--- config.mk ---
export PLATFORM = sky130hd
export DESIGN_NAME = tx_framer
export DESIGN_NICKNAME = d
export VERILOG_FILES = /design/src/design/tx_framer_pkg.sv /design/src/design/stream_if.sv /design/src/design/tx_word_fifo.sv /design/src/design/tx_framer.sv
export VERILOG_INCLUDE_DIRS = /design/src /design/src/design
export SDC_FILE = /design/constraint.sdc
export NUM_CORES = 1
export LEC_CHECK = 0
export BUFFER_PORTS_ARGS = -buffer_cell sky130_fd_sc_hd__buf_2
export CORE_ASPECT_RATIO = 1.75
export CORE_MARGIN = 8
export CORE_UTILIZATION = 55
export CTS_CLUSTER_DIAMETER = 120
export CTS_CLUSTER_SIZE = 14
export DETAILED_ROUTE_END_ITERATION = 10
export PLACE_DENSITY_LB_ADDON = 0.25
export SYNTH_ARGS = -nofsm -noshare
export SYNTH_HDL_FRONTEND = slang
export SYNTH_HIERARCHICAL = 1
export SYNTH_SLANG_ARGS = --single-unit
--- constraint.sdc ---
create_clock -name core_clk -period 8.75 [get_ports core_clk]
set_clock_uncertainty 0.1 [all_clocks]
set_input_delay 0.4375 -clock core_clk [delete_from_list [all_inputs] [get_ports core_clk]]
set_output_delay 0.4375 -clock core_clk [all_outputs]
set_load 0.02 [all_outputs]
--- src/design/tx_framer_regs.svh ---
`ifndef TX_FRAMER_REGS_SVH
`define TX_FRAMER_REGS_SVH

// ----------------------------------------
// Register byte offsets on the APB slave
// ----------------------------------------
`define TXF_OFS_CTRL_ONE 8'h00
`define TXF_OFS_CTRL_TWO 8'h04
`define TXF_OFS_PORT_TWO 8'h08
`define TXF_OFS_DATA 8'h0C
`define TXF_OFS_STATUS 8'h10

// ----------------------------------------
// Field positions
// ----------------------------------------
`define TXF_FRLEN_HI 14
`define TXF_FRLEN_LO 8
`define TXF_WDLEN_HI 7
`define TXF_WDLEN_LO 5
`define TXF_PHASE_BIT 15
`define TXF_IGNORE_BIT 2
`define TXF_ENABLE_BIT 0
`define TXF_SYNCERR_BIT 3

// ----------------------------------------
// Reset values
// ----------------------------------------
`define TXF_FRLEN_RST 7'h00
`define TXF_WDLEN_RST 3'h0

// ----------------------------------------
// Data path sizing
// ----------------------------------------
`define TXF_FIFO_DEPTH 8
`define TXF_WORD_W 32

`endif

--- src/design/tx_framer_pkg.sv ---
package tx_framer_pkg;
  // Bus address and data types
  typedef logic [7:0] addr_t;
  typedef logic [31:0] word_t;
  // Link-side shifter states
  typedef enum logic {
    ST_IDLE,
    ST_SHIFT
  } link_state_t;
endpackage

--- src/design/stream_if.sv ---
`timescale 1ns/1ps
`default_nettype none
// Valid/ready word stream between the framer and its FIFO
interface stream_if #(parameter int W = 32);
  logic [W-1:0] data;
  logic valid;
  logic ready;
  modport src (output data, output valid, input ready);
  modport snk (input data, input valid, output ready);
endinterface
`default_nettype wire

--- src/design/tx_word_fifo.sv ---
`timescale 1ns/1ps
`default_nettype none
// ----------------------------------------
// Transmit word FIFO, first-word fall-through
// ----------------------------------------
module tx_word_fifo #(
  parameter int WIDTH = 32,
  parameter int DEPTH = 8
) (
  input wire logic clk,
  input wire logic rstn,
  stream_if.snk wr_s,
  stream_if.src rd_s
);
  localparam int AW = $clog2(DEPTH);
  localparam int CW = $clog2(DEPTH + 1);
  localparam logic [CW-1:0] FULL_CNT = CW'(DEPTH);

  logic [WIDTH-1:0] mem [DEPTH];  // Word storage
  logic [AW-1:0] wptr_q, wptr_d;  // Write pointer
  logic [AW-1:0] rptr_q, rptr_d;  // Read pointer
  logic [CW-1:0] cnt_q, cnt_d;    // Fill level
  logic push;
  logic pop;

  // Honest flags: ready only with a free slot, valid only with data
  assign wr_s.ready = (cnt_q != FULL_CNT);
  assign rd_s.valid = (cnt_q != '0);
  assign rd_s.data = mem[rptr_q];

  // Next pointers; wrap relies on a power-of-two depth
  always_comb begin
    push = wr_s.valid & wr_s.ready;
    pop = rd_s.valid & rd_s.ready;
    wptr_d = push ? wptr_q + AW'(1) : wptr_q;
    rptr_d = pop ? rptr_q + AW'(1) : rptr_q;
    cnt_d = cnt_q;
    if (push && !pop) begin
      cnt_d = cnt_q + CW'(1);
    end else if (pop && !push) begin
      cnt_d = cnt_q - CW'(1);
    end
  end

  // Registers and storage write
  always_ff @(posedge clk) begin
    if (!rstn) begin
      wptr_q <= '0;
      rptr_q <= '0;
      cnt_q <= '0;
    end else begin
      wptr_q <= wptr_d;
      rptr_q <= rptr_d;
      cnt_q <= cnt_d;
    end
    if (push) begin
      mem[wptr_q] <= wr_s.data;
    end
  end
endmodule
`default_nettype wire

--- src/design/tx_framer.sv ---
// Operation
// - Single phase uses phase-one word length always
// - Dual phase: each phase its own length
// - Seven-bit length field, sends value plus one
// - Single phase: total equals phase-one count
// - Dual phase: total is both counts summed
// - Phase-two length used only when dual
// - Both length fields reset to zero
// - Total length is words per frame sync
// - Sync before frame end counts as unexpected
// - Ignore set: unexpected sync has no effect
// - Ignore clear: abort, flag error, resend word
// - Phase-count bit fifteen selects one or two
`timescale 1ns/1ps
`default_nettype none
`include "tx_framer_regs.svh"
module tx_framer (
  input wire logic core_clk,
  input wire logic rstn,
  input wire logic psel,
  input wire logic penable,
  input wire logic pwrite,
  input wire tx_framer_pkg::addr_t paddr,
  input wire tx_framer_pkg::word_t pwdata,
  output var tx_framer_pkg::word_t prdata,
  output var logic pready,
  output var logic pslverr,
  input wire logic tx_bit_clk,
  input wire logic tx_frame_sync,
  output var logic tx_data
);
  import tx_framer_pkg::*;

  // ----------------------------------------
  // Helper functions
  // ----------------------------------------
  // Word length code to bit count; reserved codes fall back to 8
  function automatic logic [5:0] word_bits(input logic [2:0] code);
    unique case (code)
      3'h0: word_bits = 6'h08;
      3'h1: word_bits = 6'h0C;
      3'h2: word_bits = 6'h10;
      3'h3: word_bits = 6'h14;
      3'h4: word_bits = 6'h18;
      3'h5: word_bits = 6'h20;
      default: word_bits = 6'h08;
    endcase
  endfunction

  // Words per frame; nine bits since two full phases make 256
  function automatic logic [8:0] frame_total(input logic dual,
                                             input logic [6:0] l1,
                                             input logic [6:0] l2);
    logic [8:0] p1;
    logic [8:0] p2;
    p1 = {2'b00, l1} + 9'h001;
    p2 = {2'b00, l2} + 9'h001;
    frame_total = dual ? p1 + p2 : p1;
  endfunction

  // Left-align a word so its MSB leaves first
  function automatic word_t align(input word_t w, input logic [5:0] bits);
    align = w << (6'h20 - bits);
  endfunction

  // ----------------------------------------
  // Control register state
  // ----------------------------------------
  logic [6:0] len1_q, len1_d;     // Phase-one words minus one
  logic [2:0] wlen1_q, wlen1_d;   // Phase-one word length code
  logic [6:0] len2_q, len2_d;     // Phase-two words minus one
  logic [2:0] wlen2_q, wlen2_d;   // Phase-two word length code
  logic dual_q, dual_d;           // Phase count select
  logic ignore_q, ignore_d;       // Sync ignore
  logic enable_q, enable_d;       // Transmitter running
  logic sync_err_q, sync_err_d;   // Sticky sync error flag
  word_t prdata_q, prdata_d;
  logic pready_q, pready_d;
  logic pslverr_q, pslverr_d;

  // ----------------------------------------
  // Link state
  // ----------------------------------------
  logic bclk_m_q, bclk_s_q, bclk_p_q;  // Bit clock synchroniser and history
  logic fs_m_q, fs_s_q;                 // Frame sync synchroniser
  logic fs_prev_q, fs_prev_d;           // Sync level at previous bit rise
  link_state_t st_q, st_d;
  word_t word_q, word_d;                // Word kept for a resend
  word_t shreg_q, shreg_d;              // Outgoing shifter
  logic [5:0] left_q, left_d;           // Bits left in this word
  logic [8:0] cnt_q, cnt_d;             // Words done in this frame
  logic phase_q, phase_d;               // Current phase, 1 is phase two
  logic data_q, data_d;                 // Serial data pin register

  // Cross-group strobes
  logic err_set;   // Unexpected sync seen, flag to be raised
  logic pop;       // Take a word from the FIFO
  logic access;
  logic data_wr;
  logic done;
  logic mapped;
  word_t rd;

  // ----------------------------------------
  // Transmit FIFO
  // ----------------------------------------
  stream_if #(.W(`TXF_WORD_W)) push_s ();
  stream_if #(.W(`TXF_WORD_W)) pop_s ();

  tx_word_fifo #(
    .WIDTH(`TXF_WORD_W),
    .DEPTH(`TXF_FIFO_DEPTH)
  ) u_fifo (
    .clk(core_clk),
    .rstn(rstn),
    .wr_s(push_s),
    .rd_s(pop_s)
  );

  assign push_s.data = pwdata;
  assign push_s.valid = data_wr;
  assign pop_s.ready = pop;

  // ----------------------------------------
  // APB slave and register file
  // ----------------------------------------
  // Next values for registers and bus answer
  always_comb begin
    access = psel & penable & ~pready_q;
    data_wr = access & pwrite & (paddr == `TXF_OFS_DATA);
    // A data write waits while the FIFO is full: that is the stall
    done = access & (~data_wr | push_s.ready);
    mapped = (paddr == `TXF_OFS_CTRL_ONE) || (paddr == `TXF_OFS_CTRL_TWO)
          || (paddr == `TXF_OFS_PORT_TWO) || (paddr == `TXF_OFS_DATA)
          || (paddr == `TXF_OFS_STATUS);
    len1_d = len1_q;
    wlen1_d = wlen1_q;
    len2_d = len2_q;
    wlen2_d = wlen2_q;
    dual_d = dual_q;
    ignore_d = ignore_q;
    enable_d = enable_q;
    sync_err_d = sync_err_q;
    pready_d = done;
    pslverr_d = done & ~mapped;
    prdata_d = 32'h0000_0000;
    // Read view; unused bits stay zero
    rd = 32'h0000_0000;
    unique case (paddr)
      `TXF_OFS_CTRL_ONE: begin
        rd[`TXF_FRLEN_HI:`TXF_FRLEN_LO] = len1_q;
        rd[`TXF_WDLEN_HI:`TXF_WDLEN_LO] = wlen1_q;
      end
      `TXF_OFS_CTRL_TWO: begin
        rd[`TXF_PHASE_BIT] = dual_q;
        rd[`TXF_FRLEN_HI:`TXF_FRLEN_LO] = len2_q;
        rd[`TXF_WDLEN_HI:`TXF_WDLEN_LO] = wlen2_q;
        rd[`TXF_IGNORE_BIT] = ignore_q;
      end
      `TXF_OFS_PORT_TWO: begin
        rd[`TXF_SYNCERR_BIT] = sync_err_q;
        rd[`TXF_ENABLE_BIT] = enable_q;
      end
      `TXF_OFS_STATUS: begin
        // Frame progress seen by software
        rd[8:0] = cnt_q;
        rd[16] = phase_q;
        rd[17] = (st_q == ST_SHIFT);
      end
      default: begin
        rd = 32'h0000_0000;
      end
    endcase
    if (done && !pwrite) begin
      prdata_d = rd;
    end
    // Register writes
    if (done && pwrite) begin
      unique case (paddr)
        `TXF_OFS_CTRL_ONE: begin
          len1_d = pwdata[`TXF_FRLEN_HI:`TXF_FRLEN_LO];
          wlen1_d = pwdata[`TXF_WDLEN_HI:`TXF_WDLEN_LO];
        end
        `TXF_OFS_CTRL_TWO: begin
          dual_d = pwdata[`TXF_PHASE_BIT];
          len2_d = pwdata[`TXF_FRLEN_HI:`TXF_FRLEN_LO];
          wlen2_d = pwdata[`TXF_WDLEN_HI:`TXF_WDLEN_LO];
          ignore_d = pwdata[`TXF_IGNORE_BIT];
        end
        `TXF_OFS_PORT_TWO: begin
          enable_d = pwdata[`TXF_ENABLE_BIT];
          // Write one clears the flag
          if (pwdata[`TXF_SYNCERR_BIT]) begin
            sync_err_d = 1'b0;
          end
        end
        default: begin
          enable_d = enable_q;
        end
      endcase
    end
    // Hardware set beats a clear in the same cycle
    if (err_set) begin
      sync_err_d = 1'b1;
    end
  end

  // Register the control group
  always_ff @(posedge core_clk) begin
    if (!rstn) begin
      len1_q <= `TXF_FRLEN_RST;
      wlen1_q <= `TXF_WDLEN_RST;
      len2_q <= `TXF_FRLEN_RST;
      wlen2_q <= `TXF_WDLEN_RST;
      dual_q <= 1'b0;
      ignore_q <= 1'b0;
      enable_q <= 1'b0;
      sync_err_q <= 1'b0;
      prdata_q <= 32'h0000_0000;
      pready_q <= 1'b0;
      pslverr_q <= 1'b0;
    end else begin
      len1_q <= len1_d;
      wlen1_q <= wlen1_d;
      len2_q <= len2_d;
      wlen2_q <= wlen2_d;
      dual_q <= dual_d;
      ignore_q <= ignore_d;
      enable_q <= enable_d;
      sync_err_q <= sync_err_d;
      prdata_q <= prdata_d;
      pready_q <= pready_d;
      pslverr_q <= pslverr_d;
    end
  end

  assign prdata = prdata_q;
  assign pready = pready_q;
  assign pslverr = pslverr_q;
  assign tx_data = data_q;

  // ----------------------------------------
  // Link framing and shifter
  // ----------------------------------------
  logic bclk_rise;
  logic bclk_fall;
  logic fs_start;
  logic in_frame;
  logic next_phase;
  logic [8:0] cnt_next;
  logic [5:0] bits_next;
  word_t fetched;

  // Next values for the shifter; bit clock edges come from synced copies
  always_comb begin
    bclk_rise = bclk_s_q & ~bclk_p_q;
    bclk_fall = ~bclk_s_q & bclk_p_q;
    fs_start = bclk_rise & fs_s_q & ~fs_prev_q;
    in_frame = (st_q == ST_SHIFT);
    // An empty FIFO sends zeros rather than stalling the link
    fetched = pop_s.valid ? pop_s.data : 32'h0000_0000;
    cnt_next = cnt_q + 9'h001;
    next_phase = dual_q & (phase_q | (cnt_next == {2'b00, len1_q} + 9'h001));
    bits_next = word_bits(next_phase ? wlen2_q : wlen1_q);
    fs_prev_d = bclk_rise ? fs_s_q : fs_prev_q;
    st_d = st_q;
    word_d = word_q;
    shreg_d = shreg_q;
    left_d = left_q;
    cnt_d = cnt_q;
    phase_d = phase_q;
    data_d = data_q;
    err_set = 1'b0;
    pop = 1'b0;
    if (!enable_q) begin
      // Stopped transmitter holds the line low
      st_d = ST_IDLE;
      data_d = 1'b0;
      cnt_d = 9'h000;
      phase_d = 1'b0;
    end else if (fs_start && !in_frame) begin
      // Expected sync: new frame, first word from the FIFO
      pop = 1'b1;
      word_d = fetched;
      shreg_d = align(fetched, word_bits(wlen1_q));
      left_d = word_bits(wlen1_q);
      cnt_d = 9'h000;
      phase_d = 1'b0;
      st_d = ST_SHIFT;
    end else if (fs_start && in_frame) begin
      if (!ignore_q) begin
        // Abort: the held word restarts as slot zero of a fresh frame
        err_set = 1'b1;
        shreg_d = align(word_q, word_bits(wlen1_q));
        left_d = word_bits(wlen1_q);
        cnt_d = 9'h000;
        phase_d = 1'b0;
      end
      // Otherwise the pulse is simply dropped
    end else if (bclk_fall && in_frame) begin
      // Drive the next bit on the falling edge, MSB first
      data_d = shreg_q[31];
      shreg_d = {shreg_q[30:0], 1'b0};
      left_d = left_q - 6'h01;
      if (left_q == 6'h01) begin
        cnt_d = cnt_next;
        if (cnt_next == frame_total(dual_q, len1_q, len2_q)) begin
          st_d = ST_IDLE;
        end else begin
          pop = 1'b1;
          word_d = fetched;
          shreg_d = align(fetched, bits_next);
          left_d = bits_next;
          phase_d = next_phase;
        end
      end
    end
  end

  // Register the link group; first sync stages feed only the second
  always_ff @(posedge core_clk) begin
    if (!rstn) begin
      bclk_m_q <= 1'b0;
      bclk_s_q <= 1'b0;
      bclk_p_q <= 1'b0;
      fs_m_q <= 1'b0;
      fs_s_q <= 1'b0;
      fs_prev_q <= 1'b0;
      st_q <= ST_IDLE;
      word_q <= 32'h0000_0000;
      shreg_q <= 32'h0000_0000;
      left_q <= 6'h00;
      cnt_q <= 9'h000;
      phase_q <= 1'b0;
      data_q <= 1'b0;
    end else begin
      bclk_m_q <= tx_bit_clk;
      bclk_s_q <= bclk_m_q;
      bclk_p_q <= bclk_s_q;
      fs_m_q <= tx_frame_sync;
      fs_s_q <= fs_m_q;
      fs_prev_q <= fs_prev_d;
      st_q <= st_d;
      word_q <= word_d;
      shreg_q <= shreg_d;
      left_q <= left_d;
      cnt_q <= cnt_d;
      phase_q <= phase_d;
      data_q <= data_d;
    end
  end
endmodule
`default_nettype wire

==> impl_metrics.ini, run 1 <==
[min_path]
min_path_cells = 1
hp-start = pwdata[18]
hold_end = u_fifo/mem[3][18]
hp-class = primary input to flip-flop

[clock_tree]
cts_max_path_buffers = 3
cts_inserted_buffers = 34
post_cts_buffers = 0
root_buffer = clkbuf_16
cts.sinks = 401
postCtsHoldBufs = 3
path_clk_slew_ns = 0.07
cts-resized-gates = 0
worstSkewPairLatency_ns = 0.55
htreeDepth = 2
cts_tree = done

[floorplan]
die_h_um = 268.5
ios = 82
core_area_um2 = 36030
die_area_um2 = 43030
num_rows = 92
die_w_um = 160.3
start_util = 0.5560

[power_and_ir_drop]
combPwrFrac = 0.016
p_seq_frac = 0.575
max-vdd-ir-drop_mv = 0.2056
p_switching_w = 0.0007158
switching_share = 0.2050
clockPowerShare = 0.408
powerDensity_nw_per_um2 = 161.1
p_int_w = 0.002776
p_leak_nw = 7.228

[global_routing]
antenna_found_initial = 1
overflow = 0
grt_usage = 0.2488
grt_pass1_vias = 14210
grt_max_degree = 65
grt_pass1_wl_um = 83040

[finish]
nets = 1789
area_delta_synth_final_pct = 8.175
nFillCells = 2874
finalCoreUtilization = 0.6015
drive_gt1_frac = 0.1452

[sta]
slew_violations = 0
hold_viol = 0
tightest_slew_ns = 1.093
fin_tns_setup_ns = 0
timing.final.crit_share = 0.6918
rsz0062_at_grt = false
max_freq_ghz = 0.1652
timing.final.crit_period_ns = 6.053
slew_headroom = 0.2712
setup_violations = 0

[synth]
synthFlopType = edfxtp_1
syn-instance-count = 1708
syn_avg_cell_area_um2 = 11.73
synth-seq-area-share = 0.5286
synth_top_area_cell = edfxtp_1
syn_area_um2 = 20030
synth_enable_flop_cells = 256
synth_most_common_cell = edfxtp_1
ys_types = 89
async_flop_share = 0
ys_top_cells_by_count = edfxtp_1 (256), nand2_1 (208), dfxtp_1 (145)
synth-seq-cells = 401
yosys_warnings = 6
synth_top_area_frac = 0.3837
synth_area_leaders = edfxtp_1 (38%), dfxtp_1 (14%), mux4_1 (6.3%), nand2_1 (3.9%), mux4_2 (3.3%)

[routing]
drtIter0Drc = 1200
drt-total-wl_um = 54480
drt_first_pass_iters = 6
via_per_inst = 6.490
wl_per_cell_um = 24.62
num_vias = 14360
drc = 0
ant_nets = 0

[critical_path]
rrSetupSlack_ns = 2.70
timing.rr.end = u_fifo/cnt_q[3]
path_cells = ha_1 > nand2_1 > o21ai_0 > nand2_1 > ha_1 > a211oi_1 > o21ai_0 > a311oi_1 > a31oi_1 > xnor2_1 > nor4b_2 > a21oi_2 > buf_4 > o21ai_4 > buf_4 > inv_1 > nand2_1 > ha_1 > inv_1 > ha_1 > a21oi_1 > a211oi_1 > a31oi_1 > mux2i_1
r2r_cells = 24
max_stage_delay_ns = 0.64
setup.worst_path.end_class = flip-flop
crit_path_frequent_cell = ha_1
cpLargestDelayFamily = compound AO/OA/AOI/OAI gates
cp_num_buf_inv = 4
worstSetupStartpointType = flip-flop
cp.required_ns = 9.11
slowest_stage = nor4b_2
crit_start = len1_q[0]
path_max_fanout = 35
arrival_ns = 6.42
critical_path_class = flip-flop to flip-flop
r2r-start = len1_q[0]

[status]
outcome = completed

[placed_design]
port_buffers = 67
place_congestion = 0.9643
hpwl_um = 36430

[flow_run]
drv_cap = 0
## metrics by stage
stage | hold slack, ns | worst slack (ns) | total power (W) | area (um^2) | instances
2_1_floorplan | 0.3119 | 3.752 | 0.002079 | 20080 | 1721
3_3_place_gp | 0.3240 | 2.959 | 0.002104 | 20650 | 2151
3_5_place_dp | 0.3254 | 2.883 | 0.002106 | 20650 | 2151
4_1_cts | 0.03342 | 2.835 | 0.003520 | 21670 | 2212
5_1_grt | 0.05153 | 2.206 | 0.003592 | 21670 | 2213
6_report | 0.05871 | 2.697 | 0.003491 | 21670 | 2213
## per-layer routing
metal / vias to the layer above / wire length, um / GRT usage
li1: 6498 / - / -
met1: 7026 / 19810 / 0.2791
met2: 640 / 27720 / 0.4413
met3: 198 / 3542 / 0.03698
met4: 0 / 3402 / 0.1542
met5: - / 0 / 0
## how the worst max path moves through the flow
| stage | end | slack, ns | cells past startpoint |
|---|---|---|---|
| 2_1_floorplan | u_fifo/mem[0][0] | 3.75 | 7 |
| 3_3_place_gp | u_fifo/cnt_q[3] | 2.96 | 24 |
| 3_5_place_dp | u_fifo/cnt_q[3] | 2.88 | 24 |
| 4_1_cts | u_fifo/cnt_q[3] | 2.83 | 24 |
| 5_1_grt | u_fifo/cnt_q[3] | 2.21 | 24 |
| 6_report | u_fifo/cnt_q[3] | 2.70 | 24 |
## sequential cells by signal, indices dropped and copies added, names as in the netlist, 3 cells and up, named ones only
register	cells
u_fifo/cnt_q	4
len2_q	7
u_fifo/mem	256
wlen1_q	3
wlen2_q	3
u_fifo/rptr_q	3
word_q	32
cnt_q	9
len1_q	7
prdata	18
shreg_q	32
left_q	6
u_fifo/wptr_q	3
## power groups by stage
stage / Sequential [W] / Clock (W) / Combinational (W)
floorplan: 0.00205 / 0 / 0.0000264
global placement: 0.00205 / 0 / 0.0000536
detailed placement: 0.00205 / 0 / 0.0000558
CTS: 0.00201 / 0.00146 / 0.0000568
global route: 0.00201 / 0.00152 / 0.0000620
finish: 0.00201 / 0.00143 / 0.0000569
## layout make-up
class,instances,area [um^2],area share
Sequential cell,401,10600,0.4890
Multi-Input combinational cell,1155,8790,0.4056
Clock buffer,55,950.9,0.04388
Timing Repair Buffer,103,613.1,0.02829
Tap cell,470,588.1,0.02713
Inverter,25,93.84,0.004330
Clock inverter,3,36.28,0.001674
Antenna cell,1,2.502,0.0001155
## cell usage in the layout, fill, tap and decap left out, types with 9 or more instances in the layout
master,count
edfxtp_1,256
nand2_1,208
dfxtp_1,143
nor2_1,93
a21oi_1,83
nand3_1,80
o21ai_0,79
buf_2,67
mux2i_1,58
mux4_1,48
mux2_2,41
clkbuf_16,35
buf_4,33
and2_1,30
a21boi_1,29
mux4_2,29
o2111ai_1,26
a21boi_0,25
nor3_1,23
inv_1,22
a31oi_1,20
ha_1,20
clkbuf_1,20
xnor2_1,19
a221oi_1,17
a22oi_1,16
a211oi_1,14
conb_1,14
nor2b_1,13
xor2_1,11
nand2b_1,9
## worst register-to-register path, stage by stage, from the launching register on
cell	delay (ns)
dfxtp_1	0.47
ha_1	0.28
nand2_1	0.09
o21ai_0	0.55
nand2_1	0.11
ha_1	0.36
a211oi_1	0.20
o21ai_0	0.12
a311oi_1	0.30
a31oi_1	0.09
xnor2_1	0.17
nor4b_2	0.64
a21oi_2	0.12
buf_4	0.26
o21ai_4	0.18
buf_4	0.38
inv_1	0.15
nand2_1	0.15
ha_1	0.18
inv_1	0.09
ha_1	0.33
a21oi_1	0.19
a211oi_1	0.10
a31oi_1	0.19
mux2i_1	0.20
## kinds of logic (layout without fill, tap and decap cells)
| group | after synthesis | after routing | share of synthesized area |
|---|---|---|---|
| other | 1 | 15 | 0.0001872 |
| buffers and inverters | 165 | 186 | 0.03966 |
| adders and majority gates | 22 | 22 | 0.01449 |
| and+or+nand+nor | 523 | 523 | 0.1228 |
| AOI/OAI and AO/OA | 386 | 386 | 0.1307 |
| DFF | 401 | 401 | 0.5286 |
| xor gates and xnor gates | 34 | 34 | 0.01599 |
| muxes | 176 | 176 | 0.1476 |
(Power assumes the default switching activity.)
==> inputs of run 2 (changes only) <==
clock period = 5.9 ns   (was 8.75 ns; I/O delays follow)
==> run 2 against run 1 <==
Die area unchanged. Combinational power up 73%. Worst hold slack worse by 0.037 ns. Critical endpoint unchanged. Critical path depth down 3. Register-to-register slack worse by 2.0 ns.
==> impl_metrics.ini, run 2 (synthesis gave the netlist of run 1 again) <==
[status]
outcome = completed

[routing]
drc = 0
via_per_inst = 6.488
wl_per_cell_um = 24.85
drt-total-wl_um = 55630
ant_nets = 0
num_vias = 14530
drt_first_pass_iters = 5
drtIter0Drc = 1269

[sta]
max_freq_ghz = 0.1915
slew_headroom = 0.3153
setup_slack_ns = 0.6782
fin_tns_setup_ns = 0
timing.final.crit_period_ns = 5.222
setup_violations = 0
tightest_slew_ns = 1.027
slew_violations = 0
hold_viol = 0
rsz0062_at_grt = false
timing.final.crit_share = 0.8851

[critical_path]
path_max_fanout = 8
crit_start = len1_q[0]
arrival_ns = 5.58
setup.worst_path.end_class = flip-flop
cp.required_ns = 6.26
worstSetupStartpointType = flip-flop
r2r-start = len1_q[0]
critical_path_class = flip-flop to flip-flop

[finish]
nets = 1817
n_antenna_cell = 0
regMostFlops = u_fifo/mem
reg_top3 = u_fifo/mem: 256 flops, shreg_q: 32 flops, word_q: 32 flops
layout_common_cells = edfxtp_1 (256), nand2_1 (208), dfxtp_1 (143)
finalCoreUtilization = 0.6083
final_common_cell = edfxtp_1
drive_gt1_frac = 0.1447
area_delta_synth_final_pct = 9.405
largest_reg_flops = 256

[global_routing]
grt_pass1_vias = 14620
overflow = 0
grt_usage = 0.2561
antenna_found_initial = 1
grt_max_degree = 75
grt_pass1_wl_um = 85390

[clock_tree]
path_clk_slew_ns = 0.07
cts-resized-gates = 0
cts_max_path_buffers = 3
cts_tree = done
worstSkewPairLatency_ns = 0.54
cts_inserted_buffers = 34
htreeDepth = 2
cts.sinks = 401
root_buffer = clkbuf_16

[power_and_ir_drop]
p_leak_nw = 7.344
max-vdd-ir-drop_mv = 0.2311
powerDensity_nw_per_um2 = 235.5

[placed_design]
place_ws_ns = 0.7214
port_buffers = 67
place_congestion = 0.9537
hpwl_um = 37140

[floorplan]
start_util = 0.5560
die_h_um = 268.5
die_area_um2 = 43030
ios = 82
core_area_um2 = 36030
die_w_um = 160.3
num_rows = 92

[flow_run]
drv_cap = 0

[min_path]
hp-start = pwdata[15]
hp-class = primary input to flip-flop
[run 2: layout make-up]
class / count / area [um^2]
Fill cell: 2899 / 14110
Inverter: 25 / 93.84
Multi-Input combinational cell: 1155 / 8790
Timing Repair Buffer: 131 / 883.3
Clock inverter: 2 / 15.01
Tap cell: 470 / 588.1
Sequential cell: 401 / 10600
Clock buffer: 55 / 950.9
[run 2: through the flow]
step                      power, W  std cells  hold slack [ns]  area, um^2
after global routing      0.005309       2239         0.008270       21920
after global placement    0.003121       2155           0.3239       20680
after floorplan           0.003083       1721           0.2723       20080
after CTS                 0.005203       2239         0.006994       21920
final                     0.005161       2239          0.02191       21920
after detailed placement  0.003124       2155           0.3259       20680
[run 2: worst paths after layout]
kind                       end  slack [ns]  depth (start not counted)
max            u_fifo/cnt_q[3]        0.68                         21
min reg2reg             fs_s_q        0.34                          1
min          u_fifo/mem[3][15]        0.02                          1
max reg2reg    u_fifo/cnt_q[3]        0.68                         21
[run 2: metal layers]
metal	share of wire	GRT usage
met3	0.053	0.03209
met5	0	0
met1	0.36	0.2821
met4	0.061	0.1547
met2	0.52	0.4664
[run 2: timing repair]
item / in CTS / in global routing
hold buffers: 27 / 0
buffers inserted: 0 / 0
endpoints found under the hold margin: 176 / 0
[run 2: critical path, cell delays in order, from the launching register on]
cell,delay (ns)
dfxtp_1,0.48
ha_1,0.28
nand2_1,0.08
o21ai_0,0.51
nand2_1,0.11
ha_1,0.37
a2111oi_0,0.41
a311oi_1,0.11
a31oi_1,0.20
xnor2_1,0.10
nor4b_2,0.55
a21oi_2,0.18
o21ai_4,0.18
inv_1,0.08
nand2_1,0.12
ha_1,0.20
inv_1,0.09
ha_1,0.33
a21oi_1,0.19
a211oi_1,0.10
a31oi_1,0.19
mux2i_1,0.19
[run 2: report_power, final]
part,internal (W),total [W],switching (W)
sequential,0.00298,0.00298,0.000000933
clock,0.00111,0.00208,0.000979
combinational,0.0000341,0.0000984,0.0000643
